File: config.mk
export PLATFORM = sky130hd
export DESIGN_NAME = tdcq_top
export DESIGN_NICKNAME = d
export VERILOG_FILES = /design/src/logic/tdcq_top.v
export VERILOG_INCLUDE_DIRS = /design/src /design/src/logic
export SDC_FILE = /design/constraint.sdc
export NUM_CORES = 1
export LEC_CHECK = 0
export ABC_AREA = 0
export ABC_CLOCK_PERIOD_IN_PS = 3000
export BUFFER_PORTS_ARGS = -buffer_cell sky130_fd_sc_hd__buf_2
export CORE_AREA = 4 4 165 127
export DETAILED_ROUTE_END_ITERATION = 8
export DIE_AREA = 0 0 169 131
export PLACE_DENSITY = 0.74
export REMOVE_ABC_BUFFERS = 1
export SLEW_MARGIN = 30
export SYNTH_ARGS = -nofsm -noshare
export SYNTH_HDL_FRONTEND = slang
export SYNTH_SLANG_ARGS = --single-unit
File: constraint.sdc
create_clock -name REF_CLK -period 3 [get_ports REF_CLK]
set_clock_uncertainty 0.2 [all_clocks]
set_input_delay 0.3 -clock REF_CLK [delete_from_list [all_inputs] [get_ports REF_CLK]]
set_output_delay 0.3 -clock REF_CLK [all_outputs]
set_load 0.1 [all_outputs]
File: src/logic/tdcq_defs.vh
// Purpose: Register offsets, field positions, reset values and timing for the compare qualifier.
// Assumes: Avalon-MM word addressing of 32-bit registers.
// Notes:   Definitions only.
`ifndef TDCQ_DEFS_VH
`define TDCQ_DEFS_VH

`define TDCQ_ADDR_W          4
`define TDCQ_REG_SEL_AH      4'h0
`define TDCQ_REG_SEL_AL      4'h1
`define TDCQ_REG_SEL_BH      4'h2
`define TDCQ_REG_SEL_BL      4'h3
`define TDCQ_REG_QUAL        4'h4
`define TDCQ_REG_ACTION      4'h5
`define TDCQ_REG_FILTER      4'h6
`define TDCQ_REG_WINDOW      4'h7
`define TDCQ_REG_PERIOD      4'h8
`define TDCQ_REG_STATUS      4'h9
`define TDCQ_REG_CLEAR       4'hA

`define TDCQ_SEL_RESET       8'h00
`define TDCQ_QUAL_RESET      12'h000
`define TDCQ_PERIOD_RESET    16'h03E7
`define TDCQ_QCODE_W         3

`define TDCQ_ACT_NONE        2'h0
`define TDCQ_ACT_CBC         2'h1
`define TDCQ_ACT_OST         2'h2
`define TDCQ_ACT_DIRECT      2'h3

`define TDCQ_STAT_OST_BIT    0
`define TDCQ_STAT_CBC_BIT    1
`define TDCQ_STAT_RAW_LSB    4
`define TDCQ_STAT_FORCE_LSB  8

`define TDCQ_SYNC_STAGES     3

`endif

File: src/logic/tdcq_top.v
// Purpose: Digital compare qualifier ahead of a PWM trip-zone unit.
// Assumes: Trip inputs come asynchronously from comparators and pins; REF_CLK is the PWM clock.
// Notes:   Registers sit on an Avalon-MM slave with one wait state on reads.
//
// Behaviour
// (RULE1) Each compare line source is the OR of the software-selected trip inputs.
// (RULE2) The selected OR result can drive any of the four compare lines.
// (RULE3) Two qualifier units make raw event 0 and raw event 1 per channel.
// (RULE4) 3-bit code: 0 off, 1 low low, 2 low high, 3 high low, 4 high high.
// (RULE5) Code 5 low low high high, 6 low high high low, 7 both high.
// (RULE6) Every raw event passes a window filter before further processing.
// (RULE7) Each filtered event gives a force output and a companion interrupt output.
// (RULE8) A force output can trip through the cycle-by-cycle or one-shot path.
// (RULE9) A force output goes straight to arbitration unless its action is no action; here only the direct action (3) drives ARBITER_DIRECT_TRIP.
// (RULE10) Comparator high and low threshold outputs can feed the A high compare line.
// (RULE11) One-shot trip requests win over simultaneous cycle-by-cycle requests.
// (RULE12) A one-shot trip holds the block until software clears the flag.
// (RULE13) A cycle-by-cycle trip releases at the start of the next PWM period.
// (RULE14) Raw events are registered, so a code change acts from the next cycle.
// (RULE15) Filter passes events when disabled, else blocks them outside the window.
//
// Design decisions made here: the Avalon-MM interface to the registers and the register offsets.
`timescale 1ns/1ps
`include "tdcq_defs.vh"

module tdcq_top #(
    parameter TRIP_W = 8
) (
    input  wire                     REF_CLK,
    input  wire                     RST_N,
    input  wire                     CLK_EN,
    input  wire [TRIP_W-1:0]        TRIP_IN,
    input  wire [`TDCQ_ADDR_W-1:0]  AVS_ADDRESS,
    input  wire                     AVS_READ,
    input  wire                     AVS_WRITE,
    input  wire [31:0]              AVS_WRITEDATA,
    input  wire [3:0]               AVS_BYTEENABLE,
    output reg  [31:0]              AVS_READDATA,
    output wire                     AVS_WAITREQUEST,
    output reg                      COMPARE_A_EVENT0_FORCE,
    output reg                      COMPARE_A_EVENT1_FORCE,
    output reg                      COMPARE_B_EVENT0_FORCE,
    output reg                      COMPARE_B_EVENT1_FORCE,
    output reg  [3:0]               EVENT_IRQ,
    output reg                      ARBITER_DIRECT_TRIP,
    output reg                      ONE_SHOT_TRIP,
    output reg                      CYCLE_BY_CYCLE_TRIP,
    output reg                      OUTPUT_BLOCK,
    output reg                      PERIOD_START
);

    ////////////////////////////////////////////////////////////////////////////////////////////
    // Qualifier decode shared by all four events.
    //
    // Data flows from the trip pins through a three-stage synchroniser into a
    // per-line selector. The selector ORs the chosen trip inputs onto four
    // compare lines, A high, A low, B high and B low.
    // Each channel pair feeds two qualifier slots, event 0 and event 1. Each slot
    // turns a level combination of its high and low lines into one raw event.
    // The raw events are registered, then gated by an optional window filter.
    // The filtered events become the four force outputs. Each force output also
    // raises a one-cycle interrupt pulse on its rising edge.
    // The action field of each event then routes it to the one-shot path, the
    // cycle-by-cycle path or straight to the trip arbiter. It may also be left
    // without effect.
    // The block has no time base of its own beyond a free-running period counter.
    // That counter serves the window filter, the cycle-by-cycle release and the PERIOD_START output.
    // A full PWM unit would share its counter here. This copy keeps the block
    // self-contained at the cost of one extra 16-bit counter.
    //
    // Code 0 keeps its event low whatever the lines do. Software can therefore
    // park an unused slot without touching the selector.
    // Codes 1 to 4 look at a single line. Codes 5 to 7 look at both lines of
    // the pair, so they detect a band or a crossing.

    function qualify;
        input [2:0] code;
        input       hi;
        input       lo;
        begin
            case (code)
                3'h1:    qualify = ~lo;
                3'h2:    qualify = lo;
                3'h3:    qualify = ~hi;
                3'h4:    qualify = hi;
                3'h5:    qualify = ~lo & hi;
                3'h6:    qualify = lo & ~hi;
                3'h7:    qualify = lo & hi;
                default: qualify = 1'b0;
            endcase
        end
    endfunction

    ////////////////////////////////////////////////////////////////////////////////////////////
    // Input synchronisers: a change counts once stages two and three agree.
    //
    // Comparator outputs can chatter for a cycle near their threshold.
    // Requiring two equal samples rejects a one-cycle glitch. The cost is one
    // extra cycle of latency on every trip edge.
    // While the two stages disagree the previous filtered level is held.
    // Only the first stage feeds the second, so no logic reads a stage that
    // may still be metastable.

    reg  [TRIP_W-1:0] sync1_r;
    reg  [TRIP_W-1:0] sync2_r;
    reg  [TRIP_W-1:0] sync3_r;
    reg  [TRIP_W-1:0] trip_r;

    always @(posedge REF_CLK) begin
        if (!RST_N) begin
            sync1_r <= {TRIP_W{1'b0}};
            sync2_r <= {TRIP_W{1'b0}};
            sync3_r <= {TRIP_W{1'b0}};
            trip_r  <= {TRIP_W{1'b0}};
        end else if (CLK_EN) begin
            sync1_r <= TRIP_IN;
            sync2_r <= sync1_r;
            sync3_r <= sync2_r;
            trip_r  <= (sync2_r & sync3_r) | (trip_r & (sync2_r | sync3_r));
        end
    end

    ////////////////////////////////////////////////////////////////////////////////////////////
    // Registers.
    //
    // All registers are word addressed. Writes complete with no wait state.
    // Writes take every byte lane except on the clear register, where only
    // lane zero is looked at.
    // Status is read-only and clear is write-only; clear reads back as zero.
    // Addresses outside the map read zero and ignore writes.
    // A low clock enable freezes the bus as well, so a write made while the
    // block is frozen is lost. Software must not access the block then.

    reg  [TRIP_W-1:0] sel_ah_r;
    reg  [TRIP_W-1:0] sel_al_r;
    reg  [TRIP_W-1:0] sel_bh_r;
    reg  [TRIP_W-1:0] sel_bl_r;
    reg  [11:0]       qual_r;
    reg  [7:0]        action_r;
    reg  [3:0]        filt_en_r;
    reg  [15:0]       win_start_r;
    reg  [15:0]       win_end_r;
    reg  [15:0]       period_r;
    reg               ost_flag_r;
    reg               cbc_flag_r;
    reg               rd_pend_r;
    reg  [15:0]       cnt_r;
    reg  [3:0]        raw_r;

    wire wr_en = AVS_WRITE & CLK_EN;
    wire ost_clear = wr_en & (AVS_ADDRESS == `TDCQ_REG_CLEAR) & AVS_BYTEENABLE[0]
                   & AVS_WRITEDATA[`TDCQ_STAT_OST_BIT];

    // Reads take one wait state so that read data comes from a flip-flop.
    assign AVS_WAITREQUEST = AVS_READ & ~rd_pend_r;

    always @(posedge REF_CLK) begin
        if (!RST_N) begin
            sel_ah_r    <= {TRIP_W{1'b0}};
            sel_al_r    <= {TRIP_W{1'b0}};
            sel_bh_r    <= {TRIP_W{1'b0}};
            sel_bl_r    <= {TRIP_W{1'b0}};
            qual_r      <= `TDCQ_QUAL_RESET;
            action_r    <= 8'h00;
            filt_en_r   <= 4'h0;
            win_start_r <= 16'h0000;
            win_end_r   <= 16'h0000;
            period_r    <= `TDCQ_PERIOD_RESET;
        end else if (wr_en) begin
            case (AVS_ADDRESS)
                `TDCQ_REG_SEL_AH: sel_ah_r    <= AVS_WRITEDATA[TRIP_W-1:0]; // see (RULE10)
                `TDCQ_REG_SEL_AL: sel_al_r    <= AVS_WRITEDATA[TRIP_W-1:0];
                `TDCQ_REG_SEL_BH: sel_bh_r    <= AVS_WRITEDATA[TRIP_W-1:0];
                `TDCQ_REG_SEL_BL: sel_bl_r    <= AVS_WRITEDATA[TRIP_W-1:0];
                `TDCQ_REG_QUAL:   qual_r      <= AVS_WRITEDATA[11:0];
                `TDCQ_REG_ACTION: action_r    <= AVS_WRITEDATA[7:0];
                `TDCQ_REG_FILTER: filt_en_r   <= AVS_WRITEDATA[3:0];
                `TDCQ_REG_WINDOW: begin
                    win_start_r <= AVS_WRITEDATA[15:0];
                    win_end_r   <= AVS_WRITEDATA[31:16];
                end
                `TDCQ_REG_PERIOD: period_r    <= AVS_WRITEDATA[15:0];
                default: ;
            endcase
        end
    end

    always @(posedge REF_CLK) begin
        if (!RST_N) begin
            rd_pend_r    <= 1'b0;
            AVS_READDATA <= 32'h00000000;
        end else if (CLK_EN) begin
            rd_pend_r <= AVS_READ & ~rd_pend_r;
            if (AVS_READ & ~rd_pend_r) begin
                case (AVS_ADDRESS)
                    `TDCQ_REG_SEL_AH: AVS_READDATA <= {{(32-TRIP_W){1'b0}}, sel_ah_r};
                    `TDCQ_REG_SEL_AL: AVS_READDATA <= {{(32-TRIP_W){1'b0}}, sel_al_r};
                    `TDCQ_REG_SEL_BH: AVS_READDATA <= {{(32-TRIP_W){1'b0}}, sel_bh_r};
                    `TDCQ_REG_SEL_BL: AVS_READDATA <= {{(32-TRIP_W){1'b0}}, sel_bl_r};
                    `TDCQ_REG_QUAL:   AVS_READDATA <= {20'h00000, qual_r};
                    `TDCQ_REG_ACTION: AVS_READDATA <= {24'h000000, action_r};
                    `TDCQ_REG_FILTER: AVS_READDATA <= {28'h0000000, filt_en_r};
                    `TDCQ_REG_WINDOW: AVS_READDATA <= {win_end_r, win_start_r};
                    `TDCQ_REG_PERIOD: AVS_READDATA <= {16'h0000, period_r};
                    `TDCQ_REG_STATUS: AVS_READDATA <= {20'h00000,
                        COMPARE_B_EVENT1_FORCE, COMPARE_B_EVENT0_FORCE,
                        COMPARE_A_EVENT1_FORCE, COMPARE_A_EVENT0_FORCE,
                        raw_r, 2'h0, cbc_flag_r, ost_flag_r};
                    default:          AVS_READDATA <= 32'h00000000;
                endcase
            end
        end
    end

    ////////////////////////////////////////////////////////////////////////////////////////////
    // Selector, compare lines and qualifiers.
    //
    // A selector bit of one adds that trip input to the OR of its line.
    // A line whose selector is all zero stays low. Codes that test for a low
    // line will then fire at once, which software must keep in mind when it
    // enables a slot before its selector.
    // Both qualifier slots of a channel see the same two lines. Two different
    // conditions on one pair can therefore trip through two different paths.

    wire line_ah = |(trip_r & sel_ah_r); // see (RULE1) see (RULE2) see (RULE10)
    wire line_al = |(trip_r & sel_al_r); // see (RULE1) see (RULE2)
    wire line_bh = |(trip_r & sel_bh_r); // see (RULE2)
    wire line_bl = |(trip_r & sel_bl_r); // see (RULE2)

    // Event order: A0, A1, B0, B1; each holds a 3-bit code in qual_r.
    wire [3:0] raw_nxt = {qualify(qual_r[11:9], line_bh, line_bl), // see (RULE3)
                          qualify(qual_r[8:6],  line_bh, line_bl),
                          qualify(qual_r[5:3],  line_ah, line_al), // see (RULE4) see (RULE5)
                          qualify(qual_r[2:0],  line_ah, line_al)};

    ////////////////////////////////////////////////////////////////////////////////////////////
    // PWM period counter, window filter and event processing.
    //
    // The counter runs from zero to the period value inclusive. One period
    // therefore lasts the period value plus one cycle.
    // The window bounds are inclusive. A window whose start lies above its end,
    // or above the period value, never opens. A filtered event is then blocked
    // for good.
    // The one-shot flag is set by a one-shot request and cleared only by
    // software. A request in the same cycle as a clear wins, so a fault that
    // is still present cannot be cleared away.
    // The cycle-by-cycle flag releases at the period wrap. A request in the
    // wrap cycle keeps it set for the next period.
    // A one-shot request clears the cycle-by-cycle flag, so the one-shot path
    // alone owns the block while both are asked for.

    wire       period_end = (cnt_r >= period_r);
    wire       in_window  = (cnt_r >= win_start_r) & (cnt_r <= win_end_r);
    wire [3:0] filt       = raw_r & (~filt_en_r | {4{in_window}}); // see (RULE6) see (RULE15)

    reg        ost_req;
    reg        cbc_req;
    reg        dir_req;
    integer    i;

    always @* begin
        ost_req = 1'b0;
        cbc_req = 1'b0;
        dir_req = 1'b0;
        for (i = 0; i < 4; i = i + 1) begin
            case (action_r[2*i +: 2])
                `TDCQ_ACT_CBC:    cbc_req = cbc_req | filt[i]; // see (RULE8)
                `TDCQ_ACT_OST:    ost_req = ost_req | filt[i]; // see (RULE8)
                `TDCQ_ACT_DIRECT: dir_req = dir_req | filt[i]; // see (RULE9)
                default: ;
            endcase
        end
    end

    always @(posedge REF_CLK) begin
        if (!RST_N) begin
            cnt_r                  <= 16'h0000;
            raw_r                  <= 4'h0;
            ost_flag_r             <= 1'b0;
            cbc_flag_r             <= 1'b0;
            COMPARE_A_EVENT0_FORCE <= 1'b0;
            COMPARE_A_EVENT1_FORCE <= 1'b0;
            COMPARE_B_EVENT0_FORCE <= 1'b0;
            COMPARE_B_EVENT1_FORCE <= 1'b0;
            EVENT_IRQ              <= 4'h0;
            ARBITER_DIRECT_TRIP    <= 1'b0;
            ONE_SHOT_TRIP          <= 1'b0;
            CYCLE_BY_CYCLE_TRIP    <= 1'b0;
            OUTPUT_BLOCK           <= 1'b0;
            PERIOD_START           <= 1'b0;
        end else if (CLK_EN) begin
            cnt_r        <= period_end ? 16'h0000 : cnt_r + 16'h0001;
            PERIOD_START <= period_end;
            raw_r        <= raw_nxt; // see (RULE14)
            COMPARE_A_EVENT0_FORCE <= filt[0]; // see (RULE7)
            COMPARE_A_EVENT1_FORCE <= filt[1];
            COMPARE_B_EVENT0_FORCE <= filt[2];
            COMPARE_B_EVENT1_FORCE <= filt[3];
            // Interrupt pulses on the rising edge of each filtered event.
            EVENT_IRQ <= filt & ~{COMPARE_B_EVENT1_FORCE, COMPARE_B_EVENT0_FORCE,
                                  COMPARE_A_EVENT1_FORCE, COMPARE_A_EVENT0_FORCE}; // see (RULE7)
            ARBITER_DIRECT_TRIP <= dir_req; // see (RULE9)
            // A new one-shot request beats a clear in the same cycle.
            if (ost_req)
                ost_flag_r <= 1'b1;
            else if (ost_clear)
                ost_flag_r <= 1'b0; // see (RULE12)
            if (ost_req)
                cbc_flag_r <= 1'b0; // see (RULE11)
            else if (cbc_req)
                cbc_flag_r <= 1'b1;
            else if (period_end)
                cbc_flag_r <= 1'b0; // see (RULE13)
            ONE_SHOT_TRIP       <= ost_req; // see (RULE11)
            CYCLE_BY_CYCLE_TRIP <= cbc_req & ~ost_req; // see (RULE11)
            OUTPUT_BLOCK <= ost_req | (ost_flag_r & ~ost_clear) | cbc_req
                          | (cbc_flag_r & ~period_end); // see (RULE12) see (RULE13)
        end
    end

endmodule

; Word level (Yosys, flattened, before mapping)
; Index checks and enable logic that the tools add are counted.
[word_totals]
ff_bits = 204
inputBits = 53
out_inout_bits = 46
[classes]
n_addsub = 1
n_lt_le_gt_ge = 3
n_eq_ne = 50
n_mux = 23
bitwise_logic = 48
n_reduce_logical = 19
[op_table]
columns = cell, count
row1 = 32-bit one-hot mux with 10 select lines, 1
row2 = 8-bit AND, 6
row3 = 3-bit == test (second input constant), 16
row4 = 16-bit greater-or-equal comparator, 2
row5 = 8-bit OR reduction, 4
row6 = 1-bit one-hot mux with 7 select lines, 4
row7 = 3-bit by 2-bit == test with 1-bit output (second input constant), 8
row8 = 2-bit AND reduction, 12
row9 = 1-bit two-way mux, 17
row10 = 16-bit by 1-bit adder with 16-bit output (second input constant), 1
row11 = 2-bit == test (second input constant), 8
row12 = 4-bit by 3-bit == test with 1-bit output (second input constant), 4
row13 = 16-bit less-or-equal comparator, 1
row14 = 16-bit two-way mux, 1
row15 = 8-bit OR, 2
row16 = 1-bit AND, 15
row17 = 3-bit by 1-bit == test with 1-bit output (second input constant), 4
row18 = 4-bit == test (second input constant), 3
row19 = 1-bit OR, 12
row20 = 4-bit AND, 2
row21 = 2-bit by 1-bit == test with 1-bit output (second input constant), 4
row22 = 4-bit by 2-bit == test with 1-bit output (second input constant), 2
row23 = 1-bit NOT, 8
row24 = 4-bit NOT, 2
row25 = other kinds (5), 5

; Depth between registers and ports, before layout
[depth]
depth_word = 14
mapped_depth = 11
depth_no_buf = 10

; Worst setup path after synthesis
; No wires, ideal clock.
[synth_timing]
kind = input-to-reg
startpoint = in AVS_READ
endpoint = reg AVS_READDATA[12]
setup_time_ns = 0.069
t_arrival_ns = 3.018
required_ns = 2.731
setup_slack_ns = -0.287
path_stages = 7
path_buffers = 1
path_cell_list = nor2b_1 nand2_1 a21oi_1 and2_1 clkbuf_1 a222oi_1 nor2_1
[synth_via]
elab_chain_len = 2
[synth_lines]
columns = element, line_no
row1 = start: declaration, tdcq_top.v:34  ; input wire AVS_READ,
row2 = 1-bit AND, tdcq_top.v:194  ; if (AVS_READ & ~rd_pend_r) begin
row3 = 2-bit AND reduction (no source line), -
row4 = end signal: assignment, tdcq_top.v:196  ; `TDCQ_REG_SEL_AH: AVS_READDATA <= {{(32-TRIP_W){1'b0}}, sel_ah_r};
row5 = end signal: assignment, tdcq_top.v:197  ; `TDCQ_REG_SEL_AL: AVS_READDATA <= {{(32-TRIP_W){1'b0}}, sel_al_r};
row6 = end signal: assignment, tdcq_top.v:198  ; `TDCQ_REG_SEL_BH: AVS_READDATA <= {{(32-TRIP_W){1'b0}}, sel_bh_r};
row7 = end: declaration, tdcq_top.v:38  ; output reg [31:0] AVS_READDATA,
; No other way between the ends.
; A chain may end at the register's enable or synchronous reset.

; Worst setup path in the final report
[layout_timing]
startpoint = reg win_end_r[1]
endpoint = reg cbc_flag_r
[layout_via]
elab_chain_len = 13
word_cells_on_any_way = 22
classes_between = 1 x order compare / 10 x mux / 9 x bitwise / 2 x reduce/logical
[layout_lines]
columns = element, line_no
row1 = start: declaration, tdcq_top.v:142  ; reg [15:0] win_end_r;
row2 = start signal: assignment, tdcq_top.v:180  ; win_end_r <= AVS_WRITEDATA[31:16];
row3 = 16-bit less-or-equal comparator *, tdcq_top.v:253  ; wire in_window = (cnt_r >= win_start_r) & (cnt_r <= win_end_r);
row4 = 1-bit AND *, tdcq_top.v:253
row5 = 4-bit OR *, tdcq_top.v:254  ; wire [3:0] filt = raw_r & (~filt_en_r | {4{in_window}});
row6 = 4-bit AND *, tdcq_top.v:254
row7 = 1-bit two-way mux, tdcq_top.v:266  ; case (action_r[2*i +: 2])
row8 = 1-bit OR (on tied branches), "tdcq_top.v:268, tdcq_top.v:267"
row9 = 1-bit two-way mux, tdcq_top.v:266
row10 = 1-bit OR (on tied branches), "tdcq_top.v:268, tdcq_top.v:267"
row11 = 1-bit two-way mux, tdcq_top.v:266
row12 = 1-bit OR (on tied branches), "tdcq_top.v:268, tdcq_top.v:267"
row13 = 1-bit two-way mux, tdcq_top.v:266
row14 = 3-bit nonzero test (no source line) or 1-bit two-way mux (tied branches), -
row15 = 2-bit AND reduction (no source line) or 1-bit two-way mux (tied branches), -
row16 = end signal: assignment, tdcq_top.v:280  ; cbc_flag_r <= 1'b0;
row17 = end signal: assignment, tdcq_top.v:309  ; cbc_flag_r <= 1'b0;
row18 = end signal: assignment, tdcq_top.v:311  ; cbc_flag_r <= 1'b1;
row19 = end: declaration, tdcq_top.v:145  ; reg cbc_flag_r;
; Every way passes the cells marked *; elsewhere a longest branch is shown, timed or not.

==> metrics.log <==
[metrics] Cell Rows: 44
[metrics] sequential fraction of the synthesis area: 41.2%
[metrics] area overhead of the layout relative to synthesis: 23.3%
[metrics] highest fanout seen on the critical path: 4
[metrics] post-route met1 wirelength: 13800 µm
[metrics] total of buffers placed on input and output ports: 95
[metrics] highest achievable clock rate: 335 MHz
[metrics] startpoint-to-endpoint class of the critical path: reg2reg
[metrics] CTS tree: built
[metrics] cell type contributing the most total cell area after synthesis: sky130_fd_sc_hd__dfxtp_1
[metrics] share of the cycle needed by the critical path after routing: 99.5%
[metrics] number of enable-type register cells in the synthesized netlist: 0
[metrics] Power per Cell Area: 490 nW/µm²
[metrics] headroom to the max-slew limit: 55.0%
[metrics] Synth Warn #: 0
[metrics] final critical delay including setup and external delays: 2980 ps
[metrics] wire length of the first global-routing pass: 46600 µm
[metrics] initial antenna violation count: 0
[metrics] remaining global-route overflow: 0
[metrics] cell area after technology mapping: 9910 µm²
[metrics] FILL cells: 1615
[metrics] slowest stage cell on the critical path: sky130_fd_sc_hd__or4_4
[metrics] Critical Path AT: 3180 ps
[metrics] met3 wire length: 3040 µm
[metrics] weighted congestion at the end of routability-driven global placement: 0.986
[metrics] area of the die: 22100 µm²
[metrics] clk slew on worst S/H paths: 60 ps
[metrics] most common cell after layout, fill and taps aside: sky130_fd_sc_hd__dfxtp_1
[metrics] Synth Instances: 1187
[metrics] Slew @ Worst Pin: 675 ps
[metrics] Endpoint, Worst Hold: period_r[0]
[metrics] number of buffers on the longest clock path: 3
[metrics] category of cells accounting for the largest share of critical-path delay: compound AO/OA/AOI/OAI gates
[metrics] Residual DRC: 0
[metrics] average wire per standard cell: 18.6 µm
[metrics] launch instance of the worst min-delay path: RST_N
[metrics] launch instance of the worst register-to-register path: win_end_r[1]
[metrics] combined global-route utilization of all metal layers: 26.1%
[metrics] total cell area at the placement stage: 10900 µm²
[metrics] antenna-violating nets left: 0
[metrics] Initial Utilization: 51.6%
[metrics] peak per-stage delay on the critical path: 560 ps
[metrics] number of violations of the max-capacitance limit: 0
[metrics] setup repair after global routing missed its margin: yes
[metrics] nets: 1432
[metrics] Routed Wire Length: 29700 µm
[metrics] worst-case hold slack: 22.4 ps
[metrics] highest metal layer with signal wires: met4
[metrics] Std-Cell Core Area: 19200 µm²
[metrics] endpoint type of the worst setup path: flip-flop
[metrics] post-synthesis average cell area: 8.35 µm²
[metrics] first-pass iteration count of the detailed router: 6
[metrics] HPWL Detailed: 20600 µm
[metrics] setup violators final: 0
[metrics] CTS H-Tree Depth: 1
[metrics] Hold/Removal Path Class: in2reg
[metrics] vias in the first global route: 8567
[metrics] number of max-slew violations in the final report: 0
[metrics] main flop type after synthesis: sky130_fd_sc_hd__dfxtp_1
[metrics] Final Util: 63.6%
[metrics] via/cell ratio: 5.82
[metrics] data required time at the worst endpoint: 3190 ps
[metrics] met2 wire length: 12200 µm
[metrics] Die Y-Extent: 131 µm
[metrics] Non-Filler Cell Area, Final: 12200 µm²
[metrics] total placed cells including tap cells: 1516
[metrics] launching element type of the critical path: flip-flop
[metrics] chain of cells forming the critical path: inv_2 > ha_4 > nor2b_4 > o211ai_1 > a2111o_1 > a31oi_4 > a2111oi_4 > or4_4 > and2_4 > o221a_1
[metrics] clock buffer count from CTS: 21
[metrics] crit path buf inv count: 1
[metrics] number of I/O pins: 99
[metrics] Static Leakage: 4.83 nW
[metrics] clock net sink count: 204
[metrics] cell depth of the worst hold path: 2
[metrics] post-layout power: 5.99 mW
[metrics] worst skew pair latency: 500 ps
[metrics] diode insertion count for antenna repair: 0
[metrics] length in cells of the worst reg-to-reg path: 10
[metrics] Iter 0 DRT Violations: 1094
[metrics] worst reg2reg endpoint: cbc_flag_r
[metrics] CP startpoint: win_end_r[1]
[metrics] count of non-filler cells in the finished layout: 1596
[metrics] share of post-route cells with drive strength above 1: 17.8%
[metrics] Netlist cell types: 65
[metrics] commonest non-fill, non-tap cells in the layout: sky130_fd_sc_hd__dfxtp_1 (197), sky130_fd_sc_hd__nand2_1 (177), sky130_fd_sc_hd__nor2_1 (143), sky130_fd_sc_hd__a21oi_1 (96), sky130_fd_sc_hd__buf_2 (95)
[metrics] pin count of the biggest net entering global routing: 64
[metrics] fraction of registers with async set or reset after synthesis: 0%
[metrics] width of the die: 169 µm
[metrics] cells taking the most area after synthesis: sky130_fd_sc_hd__dfxtp_1 (41%), sky130_fd_sc_hd__mux2i_1 (8.2%), sky130_fd_sc_hd__nand2_1 (6.7%)
[metrics] status: complete, no violations
[metrics] routed vias: 9287
[metrics] largest voltage drop on the vdd net: 362 µV
[metrics] Final Hold Viols: 0
[metrics] fraction of synthesized cell area taken by the top area cell type: 41.2%
[metrics] cell chosen for the clock root: sky130_fd_sc_hd__clkbuf_16
[metrics] flops & latches, synth: 204
[metrics] r2r setup slk: 20 ps
## state kept, by name (all words and copies together) (netlist names), 12 cells and up
name          cells
period_r         16
win_end_r        16
win_start_r      16
qual_r           12
AVS_READDATA     32
cnt_r            16
## worst max-delay path by stage
stage,endpoint,slack [ps],depth (start not counted)
after detailed placement,cbc_flag_r,-60,11
final,cbc_flag_r,20,10
after floorplan,AVS_READDATA[12],-1480,6
after global routing,cbc_flag_r,-80,10
after global placement,cbc_flag_r,-40,11
after CTS,cbc_flag_r,10,10
## cell type report
type	instances	area (µm²)	share of cell area (%)
clock buffer	24	557	4.56
clock inverter	12	149	1.22
multi-input combinational	856	5570	45.6
timing repair buffer	192	1330	10.9
sequential	204	4090	33.5
tap	253	317	2.59
inverter	55	209	1.71
## worst register-to-register path, delay by kind of cell (launching register included)
kind / cells / cell delay, ps
simple gates: 3 / 830
buf+inv: 1 / 40
fa+ha+maj: 1 / 250
flops: 1 / 330
compound gates: 5 / 1220
## report_power, final
group          internal, mW  leakage, nW  total, mW  switching (mW)
Sequential             2.74         1.65       2.77          0.0302
Clock                  1.59        0.338       2.70            1.11
Combinational         0.184         2.84      0.514           0.329
Total                  4.52         4.83       5.99            1.47
## cell usage after synthesis (3+ instances only)
master,n
sky130_fd_sc_hd__a2111oi_0,3
sky130_fd_sc_hd__a211oi_1,7
sky130_fd_sc_hd__a21o_1,15
sky130_fd_sc_hd__a21oi_1,97
sky130_fd_sc_hd__a221oi_1,5
sky130_fd_sc_hd__a222oi_1,5
sky130_fd_sc_hd__a22oi_1,58
sky130_fd_sc_hd__a31oi_1,7
sky130_fd_sc_hd__a32oi_1,3
sky130_fd_sc_hd__and2_1,8
sky130_fd_sc_hd__and3_1,4
sky130_fd_sc_hd__buf_1,5
sky130_fd_sc_hd__clkbuf_1,65
sky130_fd_sc_hd__dfxtp_1,204
sky130_fd_sc_hd__ha_1,49
sky130_fd_sc_hd__inv_1,55
sky130_fd_sc_hd__maj3_1,3
sky130_fd_sc_hd__mux2_2,5
sky130_fd_sc_hd__mux2i_1,81
sky130_fd_sc_hd__nand2_1,177
sky130_fd_sc_hd__nand2b_1,7
sky130_fd_sc_hd__nand3_1,22
sky130_fd_sc_hd__nand3b_1,5
sky130_fd_sc_hd__nand4_1,18
sky130_fd_sc_hd__nor2_1,143
sky130_fd_sc_hd__nor2b_1,17
sky130_fd_sc_hd__nor3_1,15
sky130_fd_sc_hd__nor4_1,5
sky130_fd_sc_hd__o211ai_1,10
sky130_fd_sc_hd__o21a_1,4
sky130_fd_sc_hd__o21ai_0,30
sky130_fd_sc_hd__o22ai_1,4
sky130_fd_sc_hd__xnor2_1,4
sky130_fd_sc_hd__xor2_1,11
## cells by family after synthesis
| logic type | after synthesis | synth area share [%] |
|---|---|---|
| buffers and inverters | 127 | 4.83 |
| muxes | 86 | 8.75 |
| and+or+nand+nor | 432 | 19.2 |
| AOI/OAI and AO/OA | 271 | 18.3 |
| xor gates and xnor gates | 15 | 1.33 |
| DFF | 204 | 41.2 |
| adders and majority gates | 52 | 6.49 |
## metrics by stage
stage	worst slack (ps)	TNS, ps
after floorplan	-1480	-74290
after global placement	-43.4	-59.9
after detailed placement	-61.2	-125
after CTS	14.5	0
after global routing	-79.3	-142
final	16.2	0
## per-layer routing
layer | track usage [%] | vias to the layer above
li1 | - | 4447
met1 | 39.7 | 4341
met2 | 38.0 | 439
met3 | 5.41 | 60
met4 | 5.92 | 0
met5 | 0 | -
## timing repair
| item | CTS | global route |
|---|---|---|
| pin swaps | 4 | 14 |
| hold buffers | 40 | 0 |
| endpoints found under the setup margin | 5 | 6 |
| gates resized for setup | 4 | 34 |
| endpoints found under the hold margin | 62 | 0 |
| setup buffers | 1 | 3 |
(Power assumes the default switching activity.)
